$ cat src/common/hofl_pkg.sv
package hofl_pkg;
    localparam int OPT_W = 22;
    localparam int OPT_LOCK = 0;
    localparam int OPT_ISP = 1;
    localparam int OPT_PUB = 4;
    localparam int OPT_ARB = 5;
    localparam int OPT_IAP = 6;
    localparam int OPT_BOHI = 9;
    localparam int OPT_BO0RE = 12;
    localparam int OPT_BO1RE = 13;
    localparam int OPT_WDRE = 14;
    localparam int OPT_WDNS = 15;
    localparam int OPT_WDHW = 16;
    localparam int OPT_WDIDLE = 17;
    localparam int OPT_PS = 18;
    localparam int OPT_WP = 21;
    localparam logic [OPT_W-1:0] OPT_ERASED = 22'h000000;
    localparam int ADDR_W = 5;
    localparam logic [4:0] REG_OPT = 5'h00;
    localparam logic [4:0] REG_WDOG = 5'h04;
    localparam logic [4:0] REG_DBG = 5'h08;
    localparam logic [4:0] REG_IAP = 5'h0c;
    localparam logic [4:0] REG_BOOT = 5'h10;
    localparam int WD_PS = 0;
    localparam int WD_IDL = 3;
    localparam int WD_PDRUN = 4;
    localparam int WD_EN = 5;
    localparam int WD_RSTEN = 6;
    localparam int WD_OVF = 7;
    localparam logic [7:0] WD_PROT_MASK = 8'h5f;
    localparam logic [7:0] WD_RST = 8'h00;
    localparam int DBG_EN = 0;
    localparam logic [7:0] DBG_RST = 8'h01;
    localparam logic [12:0] FLASH_END = 13'h1fff;
    localparam logic [12:0] AP_START = 13'h0000;
    localparam logic [12:0] ISP_PAGE = 13'h0200;
    localparam logic [2:0] BOHI_2V4 = 3'h6;
    localparam logic [2:0] BOHI_3V6 = 3'h5;
    localparam logic [2:0] BOHI_4V2 = 3'h4;
    localparam logic [2:0] BOHI_2V7 = 3'h3;
    localparam logic [3:0] LVL_NONE = 4'h0;
    localparam logic [3:0] LVL_2V4 = 4'h1;
    localparam logic [3:0] LVL_3V6 = 4'h2;
    localparam logic [3:0] LVL_4V2 = 4'h4;
    localparam logic [3:0] LVL_2V7 = 4'h8;
    localparam int NBP = 4;
    localparam logic [2:0] CMD_RESET = 3'h0;
    localparam logic [2:0] CMD_RUN = 3'h1;
    localparam logic [2:0] CMD_STOP = 3'h2;
    localparam logic [2:0] CMD_STEP = 3'h3;
    localparam logic [2:0] CMD_CURSOR = 3'h4;
    localparam logic [2:0] CMD_SETBP = 3'h5;
    localparam logic [2:0] CMD_CLRBP = 3'h6;
    localparam logic [1:0] RESP_OKAY = 2'h0;
    localparam logic [1:0] RESP_SLVERR = 2'h2;
    typedef enum logic [2:0] {
        HOFL_RUN = 3'b001,
        HOFL_HALT = 3'b010,
        HOFL_STEP = 3'b100
    } hofl_dbg_t;
endpackage

$ cat src/hw/hofl_top.sv
// Design decisions made here: the register addresses and the AXI4-Lite slave port.
`timescale 1ns/1ps
`default_nettype none
module hofl_top (
    input wire logic aclk,
    input wire logic aresetn,
    input wire logic [hofl_pkg::ADDR_W-1:0] s_axi_awaddr,
    input wire logic s_axi_awvalid,
    output logic s_axi_awready,
    input wire logic [31:0] s_axi_wdata,
    input wire logic [3:0] s_axi_wstrb,
    input wire logic s_axi_wvalid,
    output logic s_axi_wready,
    output logic [1:0] s_axi_bresp,
    output logic s_axi_bvalid,
    input wire logic s_axi_bready,
    input wire logic [hofl_pkg::ADDR_W-1:0] s_axi_araddr,
    input wire logic s_axi_arvalid,
    output logic s_axi_arready,
    output logic [31:0] s_axi_rdata,
    output logic [1:0] s_axi_rresp,
    output logic s_axi_rvalid,
    input wire logic s_axi_rready,
    input wire logic [hofl_pkg::OPT_W-1:0] opt_nvm_word,
    input wire logic prog_opt_wr_valid,
    output logic prog_opt_wr_ready,
    input wire logic [hofl_pkg::OPT_W-1:0] prog_opt_wr_data,
    input wire logic prog_erase,
    input wire logic prog_rd_valid,
    input wire logic [7:0] flash_rdata,
    output logic [7:0] prog_rd_data,
    input wire logic cpu_halted,
    input wire logic reset_event,
    input wire logic reset_por,
    input wire logic brownout_detector_low,
    input wire logic brownout_detector_high,
    input wire logic wdog_overflow_flag,
    output logic sys_reset_req,
    output logic [12:0] boot_addr,
    output logic [12:0] isp_start_addr,
    output logic isp_present,
    output logic [7:0] iap_lower_boundary,
    output logic [3:0] brownout_detector_high_level,
    output logic wdog_enable,
    output logic wdog_run_in_idle,
    output logic wdog_run_in_powerdown,
    output logic [2:0] wdog_prescale,
    input wire logic dbg_cmd_valid,
    input wire logic [2:0] dbg_cmd,
    input wire logic [1:0] dbg_cmd_idx,
    input wire logic [12:0] dbg_cmd_addr,
    input wire logic [12:0] cpu_pc,
    input wire logic cpu_fetch,
    output logic cpu_halt_req,
    output logic cpu_step,
    input wire logic debug_clock_pin_i,
    output logic debug_clock_pin_o,
    output logic debug_clock_pin_oe,
    input wire logic debug_data_pin_i,
    output logic debug_data_pin_o,
    output logic debug_data_pin_oe,
    output logic dbg_clk_in,
    output logic dbg_dat_in,
    input wire logic dbg_dat_out,
    input wire logic dbg_dat_oe,
    output logic [1:0] gpio_in,
    input wire logic [1:0] gpio_out,
    input wire logic [1:0] gpio_oe
);
    import hofl_pkg::*;

    logic [OPT_W-1:0] opt_reg;
    logic loaded_reg;
    logic [7:0] wdog_control_reg;
    logic [7:0] debug_control_reg;
    logic [7:0] iap_reg;
    logic iap_load_reg;
    logic debug_pin_enable;
    logic prog_ok;
    logic [2:0] isp_code;
    logic [12:0] isp_start;
    logic bod_rst;
    logic wd_rst;
    logic wr_go;
    logic rd_go;
    logic [ADDR_W-1:0] wr_addr;
    logic [31:0] rd_mux;
    logic rd_hit;
    logic bvalid_reg;
    logic [1:0] bresp_reg;
    logic rvalid_reg;
    logic [31:0] rdata_reg;
    logic [1:0] rresp_reg;

    // Option latch: checked bit is stored as 1
    assign prog_ok = cpu_halted;
    assign prog_opt_wr_ready = prog_ok;

    always_ff @(posedge aclk) begin
        if (!aresetn) begin
            opt_reg <= OPT_ERASED;
            loaded_reg <= 1'b0;
        end else if (!loaded_reg) begin
            opt_reg <= opt_nvm_word;
            loaded_reg <= 1'b1;
        end else if (prog_erase && prog_ok) begin
            opt_reg <= OPT_ERASED;
        end else if (prog_opt_wr_valid && prog_ok) begin
            opt_reg <= prog_opt_wr_data;
        end
    end

    // Code dump path
    always_ff @(posedge aclk) begin
        if (!aresetn) begin
            prog_rd_data <= 8'hff;
        end else if (prog_rd_valid) begin
            prog_rd_data <= opt_reg[OPT_LOCK] ? 8'hff : flash_rdata;
        end
    end

    // ISP area: start only, end fixed at flash end
    assign isp_code = opt_reg[OPT_ISP +: 3];
    assign isp_start = FLASH_END + 13'h0001 - ISP_PAGE * isp_code;
    always_ff @(posedge aclk) begin
        if (!aresetn) begin
            isp_present <= 1'b0;
            isp_start_addr <= FLASH_END;
        end else begin
            isp_present <= (isp_code != 3'h0);
            isp_start_addr <= (isp_code != 3'h0) ? isp_start : FLASH_END;
        end
    end

    always_ff @(posedge aclk) begin
        if (!aresetn) begin
            brownout_detector_high_level <= LVL_NONE;
        end else begin
            unique case (opt_reg[OPT_BOHI +: 3])
                BOHI_2V4: brownout_detector_high_level <= LVL_2V4;
                BOHI_3V6: brownout_detector_high_level <= LVL_3V6;
                BOHI_4V2: brownout_detector_high_level <= LVL_4V2;
                BOHI_2V7: brownout_detector_high_level <= LVL_2V7;
                default: brownout_detector_high_level <= LVL_NONE;
            endcase
        end
    end

    // Reset sources and boot location
    assign bod_rst = (brownout_detector_low && opt_reg[OPT_BO0RE])
        || (brownout_detector_high && opt_reg[OPT_BO1RE]);
    assign wd_rst = wdog_control_reg[WD_OVF] && wdog_control_reg[WD_RSTEN];

    always_ff @(posedge aclk) begin
        if (!aresetn) begin
            sys_reset_req <= 1'b0;
        end else begin
            sys_reset_req <= loaded_reg && (bod_rst || wd_rst);
        end
    end

    always_ff @(posedge aclk) begin
        if (!aresetn) begin
            boot_addr <= AP_START;
        end else if (loaded_reg && bod_rst) begin
            boot_addr <= AP_START;
        end else if (reset_event) begin
            if (isp_present && (opt_reg[OPT_ARB]
                || (reset_por && opt_reg[OPT_PUB]))) begin
                boot_addr <= isp_start_addr;
            end else begin
                boot_addr <= AP_START;
            end
        end
    end

    // Watchdog control: power-on load, then guarded software access
    always_ff @(posedge aclk) begin
        if (!aresetn) begin
            wdog_control_reg <= WD_RST;
        end else if (!loaded_reg) begin
            wdog_control_reg[WD_RSTEN] <= opt_nvm_word[OPT_WDRE];
            wdog_control_reg[WD_PDRUN] <= opt_nvm_word[OPT_WDNS];
            if (opt_nvm_word[OPT_WDHW]) begin
                wdog_control_reg[WD_EN] <= 1'b1;
                wdog_control_reg[WD_IDL] <= opt_nvm_word[OPT_WDIDLE];
                wdog_control_reg[WD_PS +: 3] <= opt_nvm_word[OPT_PS +: 3];
            end
        end else begin
            if (wr_go && wr_addr == REG_WDOG && s_axi_wstrb[0]) begin
                wdog_control_reg[WD_EN] <= s_axi_wdata[WD_EN];
                if (!opt_reg[OPT_WP]) begin
                    wdog_control_reg[WD_RSTEN] <= s_axi_wdata[WD_RSTEN];
                    wdog_control_reg[WD_PDRUN] <= s_axi_wdata[WD_PDRUN];
                    wdog_control_reg[WD_IDL] <= s_axi_wdata[WD_IDL];
                    wdog_control_reg[WD_PS +: 3] <= s_axi_wdata[WD_PS +: 3];
                end
            end
            // Set beats write-one-to-clear so no overflow is missed
            if (wdog_overflow_flag) begin
                wdog_control_reg[WD_OVF] <= 1'b1;
            end else if (wr_go && wr_addr == REG_WDOG && s_axi_wstrb[0]
                && s_axi_wdata[WD_OVF]) begin
                wdog_control_reg[WD_OVF] <= 1'b0;
            end
        end
    end
    assign wdog_enable = wdog_control_reg[WD_EN];
    assign wdog_run_in_idle = wdog_control_reg[WD_IDL];
    assign wdog_run_in_powerdown = wdog_control_reg[WD_PDRUN];
    assign wdog_prescale = wdog_control_reg[WD_PS +: 3];

    // IAP boundary (upper address byte); zero size sits at ISP start.
    // Load waits one cycle for the latch; a zero boundary stays writable.
    always_ff @(posedge aclk) begin
        if (!aresetn) begin
            iap_reg <= 8'h00;
            iap_load_reg <= 1'b0;
        end else if (!loaded_reg || (prog_ok && (prog_erase
            || prog_opt_wr_valid))) begin
            iap_load_reg <= 1'b1;
        end else if (iap_load_reg) begin
            iap_reg <= isp_start[12:5]
                - {1'b0, opt_reg[OPT_IAP +: 3], 4'h0};
            iap_load_reg <= 1'b0;
        end else if (wr_go && wr_addr == REG_IAP && s_axi_wstrb[0]) begin
            iap_reg <= s_axi_wdata[7:0];
        end
    end
    assign iap_lower_boundary = iap_reg;

    // Debug control: pins default to debug function
    always_ff @(posedge aclk) begin
        if (!aresetn) begin
            debug_control_reg <= DBG_RST;
        end else if (prog_erase && prog_ok) begin
            debug_control_reg <= DBG_RST;
        end else if (wr_go && wr_addr == REG_DBG && s_axi_wstrb[0]) begin
            debug_control_reg <= s_axi_wdata[7:0];
        end
    end
    assign debug_pin_enable = debug_control_reg[DBG_EN];

    // Pad mux, registered so pads never glitch on a bit change
    always_ff @(posedge aclk) begin
        if (!aresetn) begin
            debug_clock_pin_o <= 1'b0;
            debug_clock_pin_oe <= 1'b0;
            debug_data_pin_o <= 1'b0;
            debug_data_pin_oe <= 1'b0;
            dbg_clk_in <= 1'b0;
            dbg_dat_in <= 1'b0;
            gpio_in <= 2'h0;
        end else if (debug_pin_enable) begin
            debug_clock_pin_o <= 1'b0;
            debug_clock_pin_oe <= 1'b0;
            debug_data_pin_o <= dbg_dat_out;
            debug_data_pin_oe <= dbg_dat_oe;
            dbg_clk_in <= debug_clock_pin_i;
            dbg_dat_in <= debug_data_pin_i;
            gpio_in <= 2'h0;
        end else begin
            debug_clock_pin_o <= gpio_out[0];
            debug_clock_pin_oe <= gpio_oe[0];
            debug_data_pin_o <= gpio_out[1];
            debug_data_pin_oe <= gpio_oe[1];
            dbg_clk_in <= 1'b0;
            dbg_dat_in <= 1'b0;
            gpio_in <= {debug_data_pin_i, debug_clock_pin_i};
        end
    end

    // Debug run control with breakpoints
    hofl_dbg_t dbg_reg;
    logic [12:0] bp_addr_reg [NBP];
    logic [NBP-1:0] bp_arm_reg;
    logic [12:0] cursor_reg;
    logic cursor_arm_reg;
    logic [NBP-1:0] bp_hit;
    logic hit;

    genvar gi;
    generate
        for (gi = 0; gi < NBP; gi++) begin : g_bp
            assign bp_hit[gi] = bp_arm_reg[gi] && bp_addr_reg[gi] == cpu_pc;
        end
    endgenerate
    assign hit = cpu_fetch && (|bp_hit
        || (cursor_arm_reg && cursor_reg == cpu_pc));

    always_ff @(posedge aclk) begin
        if (!aresetn) begin
            bp_arm_reg <= '0;
            for (int i = 0; i < NBP; i++) begin
                bp_addr_reg[i] <= 13'h0000;
            end
        end else if (dbg_cmd_valid && dbg_cmd == CMD_SETBP) begin
            bp_addr_reg[dbg_cmd_idx] <= dbg_cmd_addr;
            bp_arm_reg[dbg_cmd_idx] <= 1'b1;
        end else if (dbg_cmd_valid && dbg_cmd == CMD_CLRBP) begin
            bp_arm_reg[dbg_cmd_idx] <= 1'b0;
        end
    end

    always_ff @(posedge aclk) begin
        if (!aresetn) begin
            dbg_reg <= HOFL_RUN;
            cursor_reg <= 13'h0000;
            cursor_arm_reg <= 1'b0;
            cpu_step <= 1'b0;
        end else begin
            cpu_step <= 1'b0;
            unique case (dbg_reg)
                HOFL_RUN: begin
                    if (hit || (dbg_cmd_valid && (dbg_cmd == CMD_STOP
                        || dbg_cmd == CMD_RESET))) begin
                        dbg_reg <= HOFL_HALT;
                        cursor_arm_reg <= 1'b0;
                    end
                end
                HOFL_HALT: begin
                    if (dbg_cmd_valid && dbg_cmd == CMD_RUN) begin
                        dbg_reg <= HOFL_RUN;
                    end else if (dbg_cmd_valid && dbg_cmd == CMD_CURSOR) begin
                        dbg_reg <= HOFL_RUN;
                        cursor_reg <= dbg_cmd_addr;
                        cursor_arm_reg <= 1'b1;
                    end else if (dbg_cmd_valid && dbg_cmd == CMD_STEP) begin
                        dbg_reg <= HOFL_STEP;
                        cpu_step <= 1'b1;
                    end
                end
                HOFL_STEP: begin
                    if (cpu_fetch) begin
                        dbg_reg <= HOFL_HALT;
                    end
                end
            endcase
        end
    end
    assign cpu_halt_req = (dbg_reg != HOFL_RUN);

    // AXI4-Lite slave: write taken when address and data both present
    assign s_axi_awready = s_axi_awvalid && s_axi_wvalid && !bvalid_reg;
    assign s_axi_wready = s_axi_awready;
    assign wr_go = s_axi_awready;
    assign wr_addr = s_axi_awaddr;
    assign s_axi_bvalid = bvalid_reg;
    assign s_axi_bresp = bresp_reg;

    always_ff @(posedge aclk) begin
        if (!aresetn) begin
            bvalid_reg <= 1'b0;
            bresp_reg <= RESP_OKAY;
        end else if (wr_go) begin
            bvalid_reg <= 1'b1;
            // Option and status words refuse software writes
            bresp_reg <= (wr_addr == REG_WDOG || wr_addr == REG_DBG
                || wr_addr == REG_IAP) ? RESP_OKAY : RESP_SLVERR;
        end else if (s_axi_bready) begin
            bvalid_reg <= 1'b0;
        end
    end

    always_comb begin
        rd_hit = 1'b1;
        rd_mux = 32'h00000000;
        unique case (s_axi_araddr)
            REG_OPT: rd_mux[OPT_W-1:0] = opt_reg;
            REG_WDOG: rd_mux[7:0] = wdog_control_reg;
            REG_DBG: rd_mux[7:0] = debug_control_reg;
            REG_IAP: rd_mux[7:0] = iap_reg;
            REG_BOOT: rd_mux = {7'h00, boot_addr, brownout_detector_high_level, isp_present,
                dbg_reg == HOFL_HALT, 6'h00};
            default: rd_hit = 1'b0;
        endcase
    end

    assign s_axi_arready = !rvalid_reg;
    assign rd_go = s_axi_arvalid && s_axi_arready;
    assign s_axi_rvalid = rvalid_reg;
    assign s_axi_rdata = rdata_reg;
    assign s_axi_rresp = rresp_reg;

    always_ff @(posedge aclk) begin
        if (!aresetn) begin
            rvalid_reg <= 1'b0;
            rdata_reg <= 32'h00000000;
            rresp_reg <= RESP_OKAY;
        end else if (rd_go) begin
            rvalid_reg <= 1'b1;
            rdata_reg <= rd_mux;
            rresp_reg <= rd_hit ? RESP_OKAY : RESP_SLVERR;
        end else if (s_axi_rready) begin
            rvalid_reg <= 1'b0;
        end
    end

    AST_LOCK_DUMP: assert property (@(posedge aclk) disable iff (!aresetn)
        prog_rd_valid && opt_reg[OPT_LOCK] |=> prog_rd_data == 8'hff)
        else $error("locked dump leaked data");
    AST_DBG_DEFAULT: assert property (@(posedge aclk)
        !aresetn |=> debug_control_reg[DBG_EN])
        else $error("debug pins not default after reset");
    AST_SW_NO_OPT: assert property (@(posedge aclk) disable iff (!aresetn)
        loaded_reg && !(prog_ok && (prog_erase || prog_opt_wr_valid))
        |=> $stable(opt_reg))
        else $error("options changed without programming");
    AST_ERASE: assert property (@(posedge aclk) disable iff (!aresetn)
        loaded_reg && prog_erase && prog_ok
        |=> opt_reg == OPT_ERASED ##1 !isp_present)
        else $error("erase left options set");
    AST_BOD_AP: assert property (@(posedge aclk) disable iff (!aresetn)
        loaded_reg && bod_rst |=> sys_reset_req && boot_addr == AP_START)
        else $error("brown-out reset not to application start");
    AST_WDOG_WP: assert property (@(posedge aclk) disable iff (!aresetn)
        loaded_reg && opt_reg[OPT_WP]
        |=> $stable(wdog_control_reg & WD_PROT_MASK))
        else $error("protected watchdog field changed");
    AST_WDOG_RST: assert property (@(posedge aclk) disable iff (!aresetn)
        loaded_reg && wdog_control_reg[WD_OVF] && wdog_control_reg[WD_RSTEN]
        |=> sys_reset_req)
        else $error("watchdog overflow gave no reset");
    AST_BP_HALT: assert property (@(posedge aclk) disable iff (!aresetn)
        dbg_reg == HOFL_RUN && cpu_fetch && |bp_hit |=> cpu_halt_req)
        else $error("breakpoint hit without halt");
    AST_ISP_START: assert property (@(posedge aclk) disable iff (!aresetn)
        isp_code == 3'h7 ##1 isp_code == 3'h7 |-> isp_start_addr == 13'h1200)
        else $error("largest ISP area start wrong");
endmodule
`default_nettype wire
$ cat config.mk
export PLATFORM = sky130hd
export DESIGN_NAME = hofl_top
export DESIGN_NICKNAME = d
export VERILOG_FILES = /design/src/common/hofl_pkg.sv /design/src/hw/hofl_top.sv
export SDC_FILE = /design/constraint.sdc
export NUM_CORES = 1
export LEC_CHECK = 0
export BUFFER_PORTS_ARGS = -buffer_cell sky130_fd_sc_hd__buf_2
export CAP_MARGIN = 20
export CORE_ASPECT_RATIO = 1.75
export CORE_MARGIN = 3
export CORE_UTILIZATION = 53
export CTS_BUF_LIST = sky130_fd_sc_hd__clkbuf_4
export CTS_CLUSTER_SIZE = 40
export DETAILED_ROUTE_END_ITERATION = 7
export PLACE_DENSITY = 0.83
export RECOVER_POWER = 50
export REMOVE_ABC_BUFFERS = 1
export SYNTH_ARGS = -nofsm -noshare
export SYNTH_HDL_FRONTEND = slang
export SYNTH_SLANG_ARGS = --single-unit
$ cat constraint.sdc
create_clock -name aclk -period 2.52 [get_ports aclk]
set_input_delay 0.252 -clock aclk [delete_from_list [all_inputs] [get_ports aclk]]
set_output_delay 0.252 -clock aclk [all_outputs]
set_load 0.01 [all_outputs]
==> flow_summary_export.csv <==
group,metric,value,unit
pwr,powerDensity,558.4,nW/um2
routing,ant_nets,0,
hold_path,hold_class,"primary input to register",
die,coreArea,15540,um2
setup_path,worstSetupStartpoint,"loaded_reg",
placement,dp_hpwl,18.28,mm
grt,grt_max_degree,55,
grt,first_global_vias,7942,
layout,syn_to_final_growth,24.38,%
die,fp-row-count,60,
die,die_y,173.2,um
routing,post-route-drc-count,0,
routing,avgViaCountPerCell,5.776,
run_status,status,"finished, final reports clean",
placement,postPlaceCellArea,9537,um2
sta,skew,34.88,ps
sta,min_period,2192,ps
sta,tightest_slew,1158,ps
setup_path,cp_max_fo,22,
layout,fin_nets,1302,
pwr,switching_share,31.05,%
synth,ys_ff_latch,183,
routing,vias,7751,
synth,ys.flop_type,"dfxtp_1",
setup_path,critPathSlowestCell,"dlygate4sd3_1",
die,dieArea,17590,um2
pwr,ir_drop,0.4200,mV
pwr,clkPwrFrac,28.0,%
sta,post-route-period-util,87.00,%
clock_network,clock_sinks,183,
pwr,leakage,4.245,nW
sta,whs,53.22,ps
clock_network,cts-buffers-inserted,17,
synth,synth_edf_count,52,
routing,wl_per_cell,20.11,um
routing,first_pass_iters,8,
layout,largest_register_ffs,52,
setup_path,end_kind,"register",
setup_path,crit_path_max_incr_delay,560,ps
clock_network,clock_latency,580,ps
setup_path,cp.required,3010,ps
sta,fmax,0.4561,GHz
setup_path,worstReg2RegStart,"loaded_reg",
placement,io_buffers,224,
grt,grt_pass1_wl,41.31,mm
routing,wl,26.98,mm
clock_network,clk_path_buf_depth,2,
setup_path,cp_common_cell,"buf_4",
pwr,internal_power,4.055,mW
synth,async_reset_ff_share,0,%
setup_path,crit_type,"register to register",
sta,setup_viol,0,
synth,syn_avg_cell_area,9.711,um2
layout,final_common_cell,"buf_2",
hold_path,worstHoldStart,"prog_rd_valid",
sta,relSlewSlack,22.81,%
sta,hold_viol,0,
grt,grt_use_total,30.49,%
clock_network,root_buffer,"clkbuf_4",
setup_path,cp_cell_sequence,"buf_4, a21boi_2, nand2_1, buf_4, o21ai_0, a21oi_1, dlygate4sd3_1",
grt,antenna_found_initial,2,
sta,rsz0062_at_grt,"false",
synth,syn_area,8468,um2
flow_run,cap_violations,0,
setup_path,arrival,2680,ps
die,die_w,101.6,um
routing,drt_iter0_drc,429,
setup_path,startpoint_type,"register",
layout,drive_gt1_share,18.46,%
clock_network,tritoncts,"done",
sta,fin_tns_setup,0,ps
grt,grt_overflow,0,
layout,final_cell_mix,"buf_2 (147), dfxtp_1 (131), clkbuf_1 (84)",
placement,gp_congestion,0.9686,
synth,netlist_instances,872,
die,initial_core_util,54.49,%
synth,synth.yosys.warnings,0,
synth,ys_types,63,
layout,final_area,10530,um2
clock_network,clk_pin_slew_worst_paths,180,ps
clock_network,h-tree-depth,4,
pwr,p_comb_share,16.6,%
sta,report.final.slew_viol_count,0,
synth,yosysSeqAreaShare,49.41,%
pwr,power,5.882,mW
pwr,power_switching,1.826,mW
pwr,p_seq_share,55.4,%
die,io_pins,261,
layout,n_fill_cell,1150,
-- cell families after synthesis --
group	count (synthesis)	share of synthesized area, %
AOI/OAI and AO/OA	173	12.12
adders and majority gates	6	0.9752
and+or+nand+nor	287	17.43
xor gates and xnor gates	67	6.930
DFF	183	49.41
muxes	47	6.472
other	1	0.04428
buffers and inverters	108	6.619
-- path summary, 6_finish.rpt --
path,slack (ps),cells past startpoint,to
max,330,7,opt_reg[3]
min,50,3,prog_rd_data[5]
max reg2reg,330,7,opt_reg[3]
min reg2reg,460,2,s_axi_rdata[24]
-- cell usage after synthesis, types with 3 or more instances --
master	count	area share [%]
xnor2_1	66	6.8
o22ai_1	8	0.59
nand4_1	18	1.3
o21ai_0	66	3.9
a21oi_1	59	3.5
mux4_2	6	1.6
a211oi_1	3	0.27
a22oi_1	10	0.89
dfxtp_1	131	31
clkbuf_2	3	0.18
inv_1	21	0.93
mux2i_1	39	4.6
ha_1	5	0.74
nand2_1	73	3.2
and2_1	57	4.2
nor2_1	68	3.0
nor2b_1	15	1.1
and3_1	5	0.37
buf_4	30	2.7
nor3_1	15	0.89
a311oi_1	4	0.41
nand3_1	9	0.53
buf_2	19	1.1
buf_1	3	0.13
nor4_1	5	0.37
edfxtp_1	52	18
or3_1	4	0.30
nor3b_1	5	0.44
clkbuf_1	29	1.3
-- metal layers --
layer  track usage [%]  up-vias  wire [um]
met5                 0        -          0
met2             55.90      481      14540
met3             6.565      119       2114
li1                  -     3516          -
met1             30.33     3635       8650
met4             17.91        0       1679
-- worst max-delay path: cells and delay by family (launching register included) --
kind,cells,cell delay [ps]
DFF,1,340
AOI/OAI and AO/OA,3,520
and+or+nand+nor,1,190
buffers and inverters,3,1050
-- metrics by stage --
stage,cells,setup slack (ps),utilization (%)
3_3_place_gp,1225,554.1,61.37
4_1_cts,1340,390.5,68.59
3_5_place_dp,1225,476.2,61.37
6_report,1342,327.7,67.78
2_1_floorplan,794,341.2,-
5_1_grt,1342,249.6,67.78
-- layout make-up --
class	count	area (um2)	area share, %
inverters	22	82.58	0.7840
clock inverters	14	156.4	1.485
repair buffers	328	1987	18.86
well taps	186	232.7	2.210
diodes	2	5.005	0.04752
flip-flops and latches	183	4184	39.72
clock buffers	18	135.1	1.283
multi-input cells	589	3750	35.60
-- what timing repair did --
item | CTS | global route
hold buffers | 83 | 0
endpoints found under the hold margin | 78 | 0
resized for setup | 0 | 0
setup endpoints to repair | 0 | 0
setup buffers | 0 | 0
-- power groups by stage --
stage | clock network (mW) | registers, mW | logic [mW]
global placement | 0 | 3.31 | 0.823
CTS | 1.65 | 3.25 | 0.954
finish | 1.65 | 3.26 | 0.975
detailed placement | 0 | 3.32 | 0.845
floorplan | 0 | 3.33 | 0.395
global route | 1.76 | 3.27 | 1.05
No activity file was read; power rests on OpenSTA's default activity.
